$ cat src/fpc_pkg.sv
package fpc_pkg;

	////////////////////////////////////////////////////////////////////////
	// register byte offsets (one aligned word each)
	localparam logic [7:0] OFS_CLK = 8'h00;
	localparam logic [7:0] OFS_POL = 8'h04;
	localparam logic [7:0] OFS_EN = 8'h08;
	localparam logic [7:0] OFS_PRES = 8'h0c;
	localparam logic [7:0] OFS_SCAL0 = 8'h10;
	localparam logic [7:0] OFS_SCNT0 = 8'h14;
	localparam logic [7:0] OFS_SCAL1 = 8'h18;
	localparam logic [7:0] OFS_SCNT1 = 8'h1c;
	// channel groups: base + 4 * channel
	localparam logic [7:0] OFS_CNT = 8'h20;
	localparam logic [7:0] OFS_PER = 8'h30;
	localparam logic [7:0] OFS_DTY = 8'h40;
	localparam logic [7:0] OFS_CTL = 8'h50;
	localparam logic [7:0] OFS_TST = 8'h54;

	////////////////////////////////////////////////////////////////////////
	// field positions
	localparam int CLK_JOIN_HI = 7;
	localparam int CLK_JOIN_LO = 6;
	localparam int CLK_PSA_LSB = 3;
	localparam int CLK_PSB_LSB = 0;
	localparam int POL_SEL_LSB = 4;
	localparam int CTL_CENTER = 3;
	localparam int TST_CRD = 2;
	localparam int TST_PCD = 1;
	localparam int TST_SLD = 0;

	localparam int NCH = 4;
	localparam logic [7:0] RST_PER = 8'hff;
	localparam logic [7:0] RST_DTY = 8'hff;

	////////////////////////////////////////////////////////////////////////
	typedef struct packed {
		logic [3:0] level;
		logic [3:0] oe_n;
	} fpc_pins_s;

	typedef struct packed {
		logic [7:0] clk_cfg;
		logic [7:0] pol_cfg;
		logic [3:0] en;
		logic [6:0] pres;
		logic [1:0][7:0] scale;
		logic [1:0][7:0] scnt;
		logic [1:0] shalf;
		logic [3:0][7:0] cnt;
		logic [3:0][7:0] per_buf;
		logic [3:0][7:0] dty_buf;
		logic [3:0][7:0] per_act;
		logic [3:0][7:0] dty_act;
		logic [3:0] down;
		logic [3:0] run;
		logic [3:0] pin_out;
		logic [3:0] pin_oe_n;
		logic center;
		logic [2:0] tst;
		logic dp_wr;
		logic [7:0] dp_addr;
		logic [31:0] hrdata;
		logic rdy;
	} fpc_state_s;

	localparam fpc_state_s RST_STATE = '{
		per_buf: {4{RST_PER}},
		per_act: {4{RST_PER}},
		dty_buf: {4{RST_DTY}},
		dty_act: {4{RST_DTY}},
		pin_oe_n: 4'hf,
		rdy: 1'b1,
		default: '0
	};

endpackage
$ cat src/fpc_core.sv
// Functional notes
// - join_pair_hi: ch2 high byte, ch3 low byte, pin 2 out, ch3 clock select
// - join_pair_lo: ch0 high byte, ch1 low byte, pin 0 out, ch1 clock select
// - prescale field n gives clock A or B equal to bus clock over 2^n
// - clock select bit picks prescaled clock or scaled clock per channel
// - polarity 0 starts low, goes high at duty; polarity 1 the reverse
// - left aligned: polarity 0 duty is low time, polarity 1 high time
// - channel enable forces pin to output, direction bit untouched
// - all channels disabled stops the prescale counter
// - enable takes effect on the next selected clock tick only
// - prescale counter 7 bits, counts while any channel enabled, written only in special mode
// - scale write loads scale counter unless special load-disable set
// - scaled clock is A or B over scale plus one, then halved
// - scale counter counts down, reloads at zero, read-only
// - channel counter write clears count and loads buffered period, duty
// - special counter-reset-disable keeps count on counter write
// - counter read returns count without side effects
// - left aligned: count equal period restarts count and period
// - center aligned: count reverses direction at period
// - output takes second state when count passes duty (left aligned) or reaches duty (center aligned)
// - enabled channel counts on from the value held in its counter
// - special period-compare-disable: left aligned period match no reset
// - period and duty buffered while enabled, direct while disabled
// - global alignment bit: 0 left aligned, 1 center aligned
//
// The AHB-Lite register port and the placing of the registers were decided locally.
module fpc_core (
	input wire logic core_clk,
	input wire logic nrst,
	input wire logic hsel,
	input wire logic [31:0] haddr,
	input wire logic [1:0] htrans,
	input wire logic hwrite,
	input wire logic [2:0] hsize,
	input wire logic [31:0] hwdata,
	input wire logic hready,
	output logic [31:0] hrdata,
	output logic hreadyout,
	output logic hresp,
	input wire logic special_mode_flag,
	input wire logic [3:0] pin_direction_reg,
	output fpc_pkg::fpc_pins_s pwm_pins
);

	fpc_pkg::fpc_state_s q_q;
	fpc_pkg::fpc_state_s q_d;

	////////////////////////////////////////////////////////////////////////
	// mask of low prescaler bits for a division by 2^sel
	function automatic logic [6:0] pres_mask(input logic [2:0] sel);
		pres_mask = 7'((8'h01 << sel) - 8'h01);
	endfunction

	// channel register groups: hit on base, channel in addr[3:2]
	function automatic logic grp_hit(input logic [7:0] a,
		input logic [7:0] base);
		grp_hit = (a[7:4] == base[7:4]) && (a[1:0] == 2'b00);
	endfunction

	function automatic logic [7:0] rd(input fpc_pkg::fpc_state_s s,
		input logic [7:0] a);
		rd = 8'h00;
		if (grp_hit(a, fpc_pkg::OFS_CNT)) begin
			rd = s.cnt[a[3:2]];
		end else if (grp_hit(a, fpc_pkg::OFS_PER)) begin
			rd = s.per_buf[a[3:2]];
		end else if (grp_hit(a, fpc_pkg::OFS_DTY)) begin
			rd = s.dty_buf[a[3:2]];
		end else begin
			case (a)
			fpc_pkg::OFS_CLK: rd = s.clk_cfg;
			fpc_pkg::OFS_POL: rd = s.pol_cfg;
			fpc_pkg::OFS_EN: rd = {4'h0, s.en};
			fpc_pkg::OFS_PRES: rd = {1'b0, s.pres};
			fpc_pkg::OFS_SCAL0: rd = s.scale[0];
			fpc_pkg::OFS_SCNT0: rd = s.scnt[0];
			fpc_pkg::OFS_SCAL1: rd = s.scale[1];
			fpc_pkg::OFS_SCNT1: rd = s.scnt[1];
			fpc_pkg::OFS_CTL: rd = {4'h0, s.center, 3'h0};
			fpc_pkg::OFS_TST: rd = {5'h00, s.tst};
			default: rd = 8'h00;
			endcase
		end
	endfunction

	////////////////////////////////////////////////////////////////////////
	always_comb begin
		logic pres_run;
		logic [1:0] ab_tick;
		logic [1:0] s_tick;
		logic [3:0] ch_tick;
		logic [2:0] sel;
		logic j;
		logic en;
		logic tk;
		logic pol;
		logic dn;
		logic roll;
		logic lvl;
		logic [15:0] c;
		logic [15:0] p;
		logic [15:0] t;
		logic [7:0] w;
		logic [1:0] ch;
		pres_run = 1'b0;
		ab_tick = 2'b00;
		s_tick = 2'b00;
		ch_tick = 4'h0;
		sel = 3'h0;
		j = 1'b0;
		en = 1'b0;
		tk = 1'b0;
		pol = 1'b0;
		dn = 1'b0;
		roll = 1'b0;
		lvl = 1'b0;
		c = 16'h0000;
		p = 16'h0000;
		t = 16'h0000;
		w = hwdata[7:0];
		ch = q_q.dp_addr[3:2];
		q_d = q_q;
		// test bits only survive in special mode
		if (!special_mode_flag) begin
			q_d.tst = 3'h0;
		end

		// prescaler and clocks A, B
		pres_run = |q_q.en;
		if (pres_run) begin
			q_d.pres = q_q.pres + 7'h01;
		end
		for (int k = 0; k < 2; k++) begin
			sel = (k == 0) ? q_q.clk_cfg[fpc_pkg::CLK_PSA_LSB +: 3]
				: q_q.clk_cfg[fpc_pkg::CLK_PSB_LSB +: 3];
			ab_tick[k] = pres_run
				&& ((q_q.pres & pres_mask(sel)) == pres_mask(sel));
			// scaled clocks
			if (ab_tick[k]) begin
				if (q_q.scnt[k] == 8'h00) begin
					q_d.scnt[k] = q_q.scale[k];
					q_d.shalf[k] = ~q_q.shalf[k];
					s_tick[k] = q_q.shalf[k];
				end else begin
					q_d.scnt[k] = q_q.scnt[k] - 8'h01;
				end
			end
		end
		for (int k = 0; k < fpc_pkg::NCH; k++) begin
			ch_tick[k] = q_q.pol_cfg[fpc_pkg::POL_SEL_LSB + k]
				? s_tick[k / 2] : ab_tick[k / 2];
		end

		// channels, a joined pair is handled at its even index
		for (int i = 0; i < fpc_pkg::NCH; i++) begin
			j = (i < 2) ? q_q.clk_cfg[fpc_pkg::CLK_JOIN_LO]
				: q_q.clk_cfg[fpc_pkg::CLK_JOIN_HI];
			if (!(j && (i % 2 == 1))) begin
				en = q_q.en[i];
				pol = q_q.pol_cfg[i];
				dn = q_q.down[i];
				roll = 1'b0;
				if (j) begin
					tk = ch_tick[i + 1];
					c = {q_q.cnt[i], q_q.cnt[i + 1]};
					p = {q_q.per_act[i], q_q.per_act[i + 1]};
					t = {q_q.dty_act[i], q_q.dty_act[i + 1]};
				end else begin
					tk = ch_tick[i];
					c = {8'h00, q_q.cnt[i]};
					p = {8'h00, q_q.per_act[i]};
					t = {8'h00, q_q.dty_act[i]};
				end
				if (!en) begin
					q_d.run[i] = 1'b0;
				end else if (tk) begin
					q_d.run[i] = 1'b1;
					if (!q_q.center) begin
						if (c == p && !q_q.tst[fpc_pkg::TST_PCD]) begin
							c = 16'h0000;
							roll = 1'b1;
						end else begin
							c = c + 16'h0001;
						end
					end else if (dn) begin
						if (c == 16'h0000) begin
							dn = 1'b0;
							roll = 1'b1;
							c = (p == 16'h0000) ? c : c + 16'h0001;
						end else begin
							c = c - 16'h0001;
						end
					end else if (c == p) begin
						dn = 1'b1;
						c = (c == 16'h0000) ? c : c - 16'h0001;
					end else begin
						c = c + 16'h0001;
					end
				end
				if (!j) begin
					c[15:8] = 8'h00;
				end
				// second state once the count passes duty (left aligned) or reaches it (center aligned)
				lvl = q_q.center ? (c < t) : (c <= t);
				q_d.pin_out[i] = (q_d.run[i] && en) ? (lvl ? pol : ~pol)
					: 1'b0;
				q_d.down[i] = dn;
				if (j) begin
					q_d.cnt[i] = c[15:8];
					q_d.cnt[i + 1] = c[7:0];
					q_d.pin_out[i + 1] = 1'b0;
					q_d.run[i + 1] = 1'b0;
				end else begin
					q_d.cnt[i] = c[7:0];
				end
				if (roll || !en) begin
					q_d.per_act[i] = q_q.per_buf[i];
					q_d.dty_act[i] = q_q.dty_buf[i];
					if (j) begin
						q_d.per_act[i + 1] = q_q.per_buf[i + 1];
						q_d.dty_act[i + 1] = q_q.dty_buf[i + 1];
					end
				end
			end
		end
		for (int k = 0; k < fpc_pkg::NCH; k++) begin
			q_d.pin_oe_n[k] = ~(q_q.en[k] | pin_direction_reg[k]);
		end

		// bus data phase write, wins over the counting above
		if (q_q.dp_wr) begin
			if (grp_hit(q_q.dp_addr, fpc_pkg::OFS_CNT)) begin
				if (!q_d.tst[fpc_pkg::TST_CRD]) begin
					q_d.cnt[ch] = 8'h00;
				end
				q_d.per_act[ch] = q_q.per_buf[ch];
				q_d.dty_act[ch] = q_q.dty_buf[ch];
			end else if (grp_hit(q_q.dp_addr, fpc_pkg::OFS_PER)) begin
				q_d.per_buf[ch] = w;
				if (!q_q.en[ch]) begin
					q_d.per_act[ch] = w;
				end
			end else if (grp_hit(q_q.dp_addr, fpc_pkg::OFS_DTY)) begin
				q_d.dty_buf[ch] = w;
				if (!q_q.en[ch]) begin
					q_d.dty_act[ch] = w;
				end
			end else begin
				case (q_q.dp_addr)
				fpc_pkg::OFS_CLK: q_d.clk_cfg = w;
				fpc_pkg::OFS_POL: q_d.pol_cfg = w;
				fpc_pkg::OFS_EN: q_d.en = w[3:0];
				fpc_pkg::OFS_PRES: begin
					if (special_mode_flag) begin
						q_d.pres = w[6:0];
					end
				end
				fpc_pkg::OFS_SCAL0: begin
					q_d.scale[0] = w;
					if (!q_d.tst[fpc_pkg::TST_SLD]) begin
						q_d.scnt[0] = w;
					end
				end
				fpc_pkg::OFS_SCAL1: begin
					q_d.scale[1] = w;
					if (!q_d.tst[fpc_pkg::TST_SLD]) begin
						q_d.scnt[1] = w;
					end
				end
				fpc_pkg::OFS_CTL: q_d.center = w[fpc_pkg::CTL_CENTER];
				fpc_pkg::OFS_TST: begin
					if (special_mode_flag) begin
						q_d.tst = w[2:0];
					end
				end
				default: q_d.dp_wr = 1'b0;
				endcase
			end
		end

		// bus address phase, zero wait states
		q_d.dp_wr = 1'b0;
		q_d.rdy = 1'b1;
		if (hsel && hready && htrans[1]) begin
			q_d.dp_wr = hwrite;
			q_d.dp_addr = haddr[7:0];
			if (!hwrite) begin
				// read sees any write completing this cycle
				q_d.hrdata = {24'h000000, rd(q_d, haddr[7:0])};
			end
		end
	end

	always_ff @(posedge core_clk) begin
		if (!nrst) begin
			q_q <= fpc_pkg::RST_STATE;
		end else begin
			q_q <= q_d;
		end
	end

	assign hrdata = q_q.hrdata;
	assign hreadyout = q_q.rdy;
	assign hresp = 1'b0;
	assign pwm_pins = '{level: q_q.pin_out, oe_n: q_q.pin_oe_n};

endmodule // fpc_core

$ cat config.mk
export PLATFORM = sky130hd
export DESIGN_NAME = fpc_core
export DESIGN_NICKNAME = d
export VERILOG_FILES = /design/src/fpc_pkg.sv /design/src/fpc_core.sv
export SDC_FILE = /design/constraint.sdc
export NUM_CORES = 1
export LEC_CHECK = 0
export BUFFER_PORTS_ARGS = -buffer_cell sky130_fd_sc_hd__clkbuf_2
export CORE_UTILIZATION = 32
export CTS_BUF_LIST = sky130_fd_sc_hd__clkbuf_16
export DETAILED_ROUTE_END_ITERATION = 10
export PLACE_DENSITY = 0.49
export SETUP_SLACK_MARGIN = 0.02
export SLEW_MARGIN = 5
export SYNTH_ARGS = -nofsm -noshare
export SYNTH_HDL_FRONTEND = slang
export SYNTH_SLANG_ARGS = --single-unit
$ cat constraint.sdc
create_clock -name core_clk -period 4.5 [get_ports core_clk]
set_input_delay 0.9 -clock core_clk [delete_from_list [all_inputs] [get_ports core_clk]]
set_output_delay 0.9 -clock core_clk [all_outputs]
set_load 0.01 [all_outputs]
==> results.toml, run 1 <==
[sta]
fin_ws_ps = 165
slew_headroom_pct = 22.3
fin_crit_ps = 4340
finalCritPeriodShare_pct = 96.3
rsz0062_at_grt = "true"
report.final.slew_viol_count = 0
setup_viol = 0
whs_ps = 462
tightest_slew_ps = 1160
finalHoldViolCount = 0
fin_tns_setup_ps = 0
fmaxAchievable_mhz = 231
finClkSkew_ps = 31.8

[outcome]
status = "finished, final reports clean"

[finish]
syn2layout_area_growth_pct = 15.4
num-nets-final = 2768
diodes = 0
multi_input_area_um2 = 13500
nFillCells = 6321
drive_above_1_share_pct = 15.3
final_area_um2 = 22800
regArea_um2 = 5170

[pwr]
p_leak_nw = 9.49
ir_worst_vdd_v = 0.000355
power_mw = 5.31
power_density_nw_per_um2 = 233

[logic_synthesis]
avgSynthCellArea_um2 = 7.80
ys_seq_elements = 258
synthArstFlopShare_pct = 0
synth_top_area_cell = "dfxtp_1"
yosysTopAreaCellShare_pct = 26.2
synth_warnings = 0
syn_area_um2 = 19700
synth_edf_count = 0
synthDistinctLibCells = 109
synth_cells = 2531
seq_area_frac_synth_pct = 26.2
ys.flop_type = "dfxtp_1"
synthTopCellsByArea = "dfxtp_1 (26%), mux2i_1 (11%), nand2_1 (4.9%)"

[worst_setup_path]
path_cells = "inv_1 > nor4_2 > o211a_1 > o211a_1 > buf_4 > mux2_2 > o22ai_1 > a21oi_2 > a21oi_2 > buf_4 > ha_1 > o21a_1 > o21a_1 > o21a_1 > o21a_1 > o21a_1 > o21ai_0 > a21oi_1 > buf_4 > mux2i_1"
cp_data_arrival_time_ps = 4800
rrSetupSlack_ps = 160
crit_path_start_kind = "flop"
crit_fanout = 9
critPathCaptureType = "flop"
crit_required_ps = 4960
cp_common_cell = "o21a_1"
path_class = "reg -> reg"
cpMaxStageDelayCell = "dfxtp_4"
max_stage_delay_ps = 460

[grt]
antenna_found_initial = 0
grt_pass1_vias = 19700
grt.overflow.total = 0
globalRouteTotalUtil_pct = 27.2
grt_pass1_wl_um = 129000
grt_max_degree = 79

[route]
drtIter0Drc = 2110
vias = 20700
wl_per_cell_um = 25.7
finalWirelength_um = 88300
first_pass_iters = 7
ant_nets = 0
vias_per_cell = 6.04
drc_errors = 0

[placement]
place_area_um2 = 21700
port_buffers = 42
dp_hpwl_um = 67800
place_ws_ps = 48.4
globalplace.congestion = 1.01

[die]
die-area_um2 = 62700
die_w_um = 250
initial_utilization_pct = 32.5
die_h_um = 250
coreArea_um2 = 60700
io-pin-count = 121
row_count = 90

[cts]
htreeDepth = 1
cts_root_buf = "clkbuf_16"
clock_latency_ps = 590
hold_buffers = 0
cts_tree = "yes"
clkTransAtPathRegs_ps = 60
cts_max_path_buffers = 3
cts_buffers = 31
cts_sinks = 258

[worst_hold_path]
hold_path_class = "reg -> reg"

[run]
maxCapViolCount = 0
[sequential cells by signal, summed over array words and instances, names as in the netlist]
name,cells
q_q,242
hrdata,8
pwm_pins,8
[timing repair]
action / in CTS / in global routing
gates resized for setup: 1 / 21
pin swaps: 0 / 3
setup endpoints to repair: 1 / 2
setup buffers: 0 / 3
[per-stage QoR]
step | util [%] | cells
floorplan | - | 2555
global placement | 35.7 | 3373
detailed placement | 35.7 | 3373
CTS | 37.3 | 3427
global route | 37.5 | 3430
finish | 37.5 | 3430
[cells in the final DEF (no fill, tap or decap), types with 61 or more instances in the layout]
cell | Yosys | layout
nor2_1 | 224 | 223
a21oi_1 | 182 | 177
mux2i_1 | 216 | 216
dfxtp_1 | 258 | 254
o21ai_0 | 157 | 155
nand3_1 | 73 | 73
a22o_1 | 76 | 76
buf_4 | 47 | 223
ha_1 | 62 | 61
nand2_1 | 260 | 259
[worst paths after layout]
path	start	endpoint	cells past startpoint
worst max-delay path	q_q[281]	pwm_pins[4]	20
worst min-delay path	q_q[57]	q_q[57]	2
worst max register to register	q_q[281]	pwm_pins[4]	20
worst min register to register	q_q[57]	q_q[57]	2
[Yosys cell counts, types with 41 or more instances]
cell      number
nand2_1      260
clkbuf_1     141
mux2i_1      216
a21oi_1      182
o21ai_0      157
a22o_1        76
nand3_1       73
ha_1          62
dfxtp_1      258
nand4_1       41
nor3_1        55
nor2_1       224
and2_1        41
buf_4         47
inv_1         54
[cell type report]
cell class / instances / share of cell area [%]
Multi-Input combinational cell: 2011 / 59.1
Clock buffer: 31 / 3.41
Sequential cell: 258 / 22.7
Tap cell: 782 / 4.29
Clock inverter: 23 / 0.939
Timing Repair Buffer: 268 / 8.60
Inverter: 57 / 0.950
[report_power, final]
group          internal [mW]  switching, mW  total [mW]
Clock                   1.47           1.06        2.53
Sequential              2.29         0.0166        2.31
Combinational          0.136          0.328       0.463
Total                   3.90           1.41        5.31
[cell families after synthesis]
logic type               count (synthesis)  share of synthesized area [%]
multiplexers                           241                           13.2
buffers and inverters                  286                           6.64
XOR/XNOR                                67                           2.97
adder cells (fa/ha/maj)                 62                           3.93
other                                    2                         0.0381
AND/OR/NAND/NOR                        879                           22.0
flip-flops                             258                           26.2
AO/OA/AOI/OAI                          736                           25.1
[routing by layer]
metal / routed length (µm) / share of wire (%) / global-route usage (%) / vias up
li1: - / - / - / 9496
met1: 39000 / 44 / 37.0 / 10100
met2: 40000 / 45 / 43.8 / 940
met3: 5370 / 6.1 / 2.55 / 189
met4: 3940 / 4.5 / 11.6 / 0
met5: 0 / 0 / 0 / -
[worst max-delay path, delay by kind of cell, from the launching register on]
family	cells	cell delay (ps)
buffers and inverters	4	560
AOI/OAI and AO/OA	12	2170
muxes	2	420
DFF	1	460
adders and majority gates	1	230
and+or+nand+nor	1	400
(Power assumes the default switching activity.)
==> inputs of run 2 (changes only) <==
Clock period 4.5 ns to 3.5 ns, I/O delays scaled along.
==> run 2 against run 1 <==
  * The flow now finishes with violations (setup timing)
  * Largest cell class unchanged
  * Total power rose by 36%
  * Final cell count rose by 12%
  * Non-clock buffer count rose by 410
  * Hold slack got worse by 150 ps
  * Clock power rose by 40%
  * Sequential power rose by 29%
  * Via count rose by 8.1%
  * Largest power group unchanged
  * Register-to-register slack got worse by 600 ps
  * Critical path type unchanged
  * Highest routed layer is now met5
  * Cell area rose by 18%
==> results.toml, run 2 (synthesized netlist as in run 1, its figures left out) <==
[outcome]
status = "finished with violations"
violations = "setup timing"

[worst_hold_path]
hold_path_class = "in -> reg"

[finish]
regMostFlops = "q_q"
nFillCells = 6154
layout_commonest_cell = "buf_4"
post-route-util_pct = 44.3
diodes = 0
drive_above_1_share_pct = 30.8
multi_input_area_um2 = 14200
regArea_um2 = 5190
num-nets-final = 3182
largest_reg_flops = 242
final_cell_mix = "buf_4 (613), nand2_1 (252), dfxtp_1 (240)"
syn2layout_area_growth_pct = 36.2

[route]
wl_per_cell_um = 25.2
finalWirelength_um = 96800
drc_errors = 0
drtIter0Drc = 2049
vias = 22400
vias_per_cell = 5.82
ant_nets = 0
first_pass_iters = 5

[cts]
clock_latency_ps = 570
cts_max_path_buffers = 3
hold_buffers = 0
cts_sinks = 258
cts_tree = "yes"
cts_buffers = 35
htreeDepth = 2
cts_root_buf = "clkbuf_16"
clkTransAtPathRegs_ps = 60

[pwr]
power_mw = 7.24
ir_worst_vdd_v = 0.000362
power_density_nw_per_um2 = 269
p_leak_nw = 11.7

[worst_setup_path]
crit_required_ps = 3940
crit_path_start_kind = "flop"
path_class = "reg -> reg"
cp_common_cell = "a21o_1"
path_cells = "xor2_2 > nor4_2 > buf_4 > o211a_1 > o211ai_1 > nor4_4 > or2_4 > o21ai_1 > a21oi_2 > nor2_1 > ha_1 > a21o_1 > a21o_1 > a21o_1 > a21o_1 > a21oi_2 > o21ai_2 > mux2i_1 > a21oi_2 > mux2i_1"
critPathCaptureType = "flop"
cp_data_arrival_time_ps = 4370
cpMaxStageDelayCell = "nor4_4"
max_stage_delay_ps = 390
crit_fanout = 2

[sta]
setup_viol = 4
finalCritPeriodShare_pct = 112
whs_ps = 307
fin_ws_ps = -434
tightest_slew_ps = 926
fin_tns_setup_ps = -1010
slew_headroom_pct = 37.8
fin_crit_ps = 3930
rsz0062_at_grt = "true"
finalHoldViolCount = 0
finClkSkew_ps = 24.1
fmaxAchievable_mhz = 254
report.final.slew_viol_count = 0

[die]
die_h_um = 250
initial_utilization_pct = 32.5
die_w_um = 250
io-pin-count = 121
coreArea_um2 = 60700
die-area_um2 = 62700
row_count = 90

[grt]
grt_max_degree = 45
grt_pass1_vias = 21500
grt_pass1_wl_um = 141000
grt.overflow.total = 0
antenna_found_initial = 3
globalRouteTotalUtil_pct = 29.9

[placement]
port_buffers = 42
globalplace.congestion = 0.997
place_ws_ps = -653
dp_hpwl_um = 76300

[run]
maxCapViolCount = 0
==> run 2: critical path: cells and delay by family (launching register included) <==
| family | cells | cell delay, ps |
|---|---|---|
| muxes | 2 | 280 |
| xor gates and xnor gates | 1 | 200 |
| DFF | 1 | 350 |
| AOI/OAI and AO/OA | 11 | 1540 |
| adders and majority gates | 1 | 320 |
| and+or+nand+nor | 4 | 950 |
| buffers and inverters | 1 | 180 |
==> run 2: path summary, 6_finish.rpt <==
kind                       to  slack (ps)  cells past startpoint                  from
setup / recovery  pwm_pins[4]        -430                     20              q_q[204]
hold / removal    pwm_pins[3]         310                      2  pin_direction_reg[3]
setup reg to reg  pwm_pins[4]        -430                     20              q_q[204]
hold reg to reg       q_q[57]         460                      2               q_q[57]
==> run 2: per-stage QoR <==
step	area [µm²]	cells
2_1_floorplan	20100	2555
3_3_place_gp	24700	3748
3_5_place_dp	24700	3748
4_1_cts	26300	3827
5_1_grt	26900	3847
6_report	26900	3847
==> run 2: layout make-up <==
cell class | count | share of cell area, %
clock inverters | 25 | 0.735
clock buffers | 36 | 3.35
multi-input cells | 2011 | 52.9
inverters | 57 | 0.843
well taps | 782 | 3.64
flip-flops and latches | 258 | 19.3
repair buffers | 678 | 19.2
==> run 2: power breakdown <==
group | internal, mW | total [mW] | switching [mW]
clock | 2.08 | 3.54 | 1.46
combinational | 0.265 | 0.726 | 0.462
sequential | 2.95 | 2.97 | 0.0179
total | 5.30 | 7.24 | 1.94
==> run 2: metal layers <==
metal | global-route usage (%) | share of wire, %
met1 | 39.5 | 44
met2 | 48.7 | 46
met3 | 3.73 | 5.9
met4 | 13.1 | 4.6
met5 | 0 | 0.013
==> run 2: timing repair <==
| action | 4_1_cts | 5_1_grt |
|---|---|---|
| resized for setup | 97 | 102 |
| setup buffers | 18 | 20 |
| hold endpoints to repair | 0 | 0 |
| pin swaps | 39 | 48 |
| setup endpoints to repair | 20 | 10 |
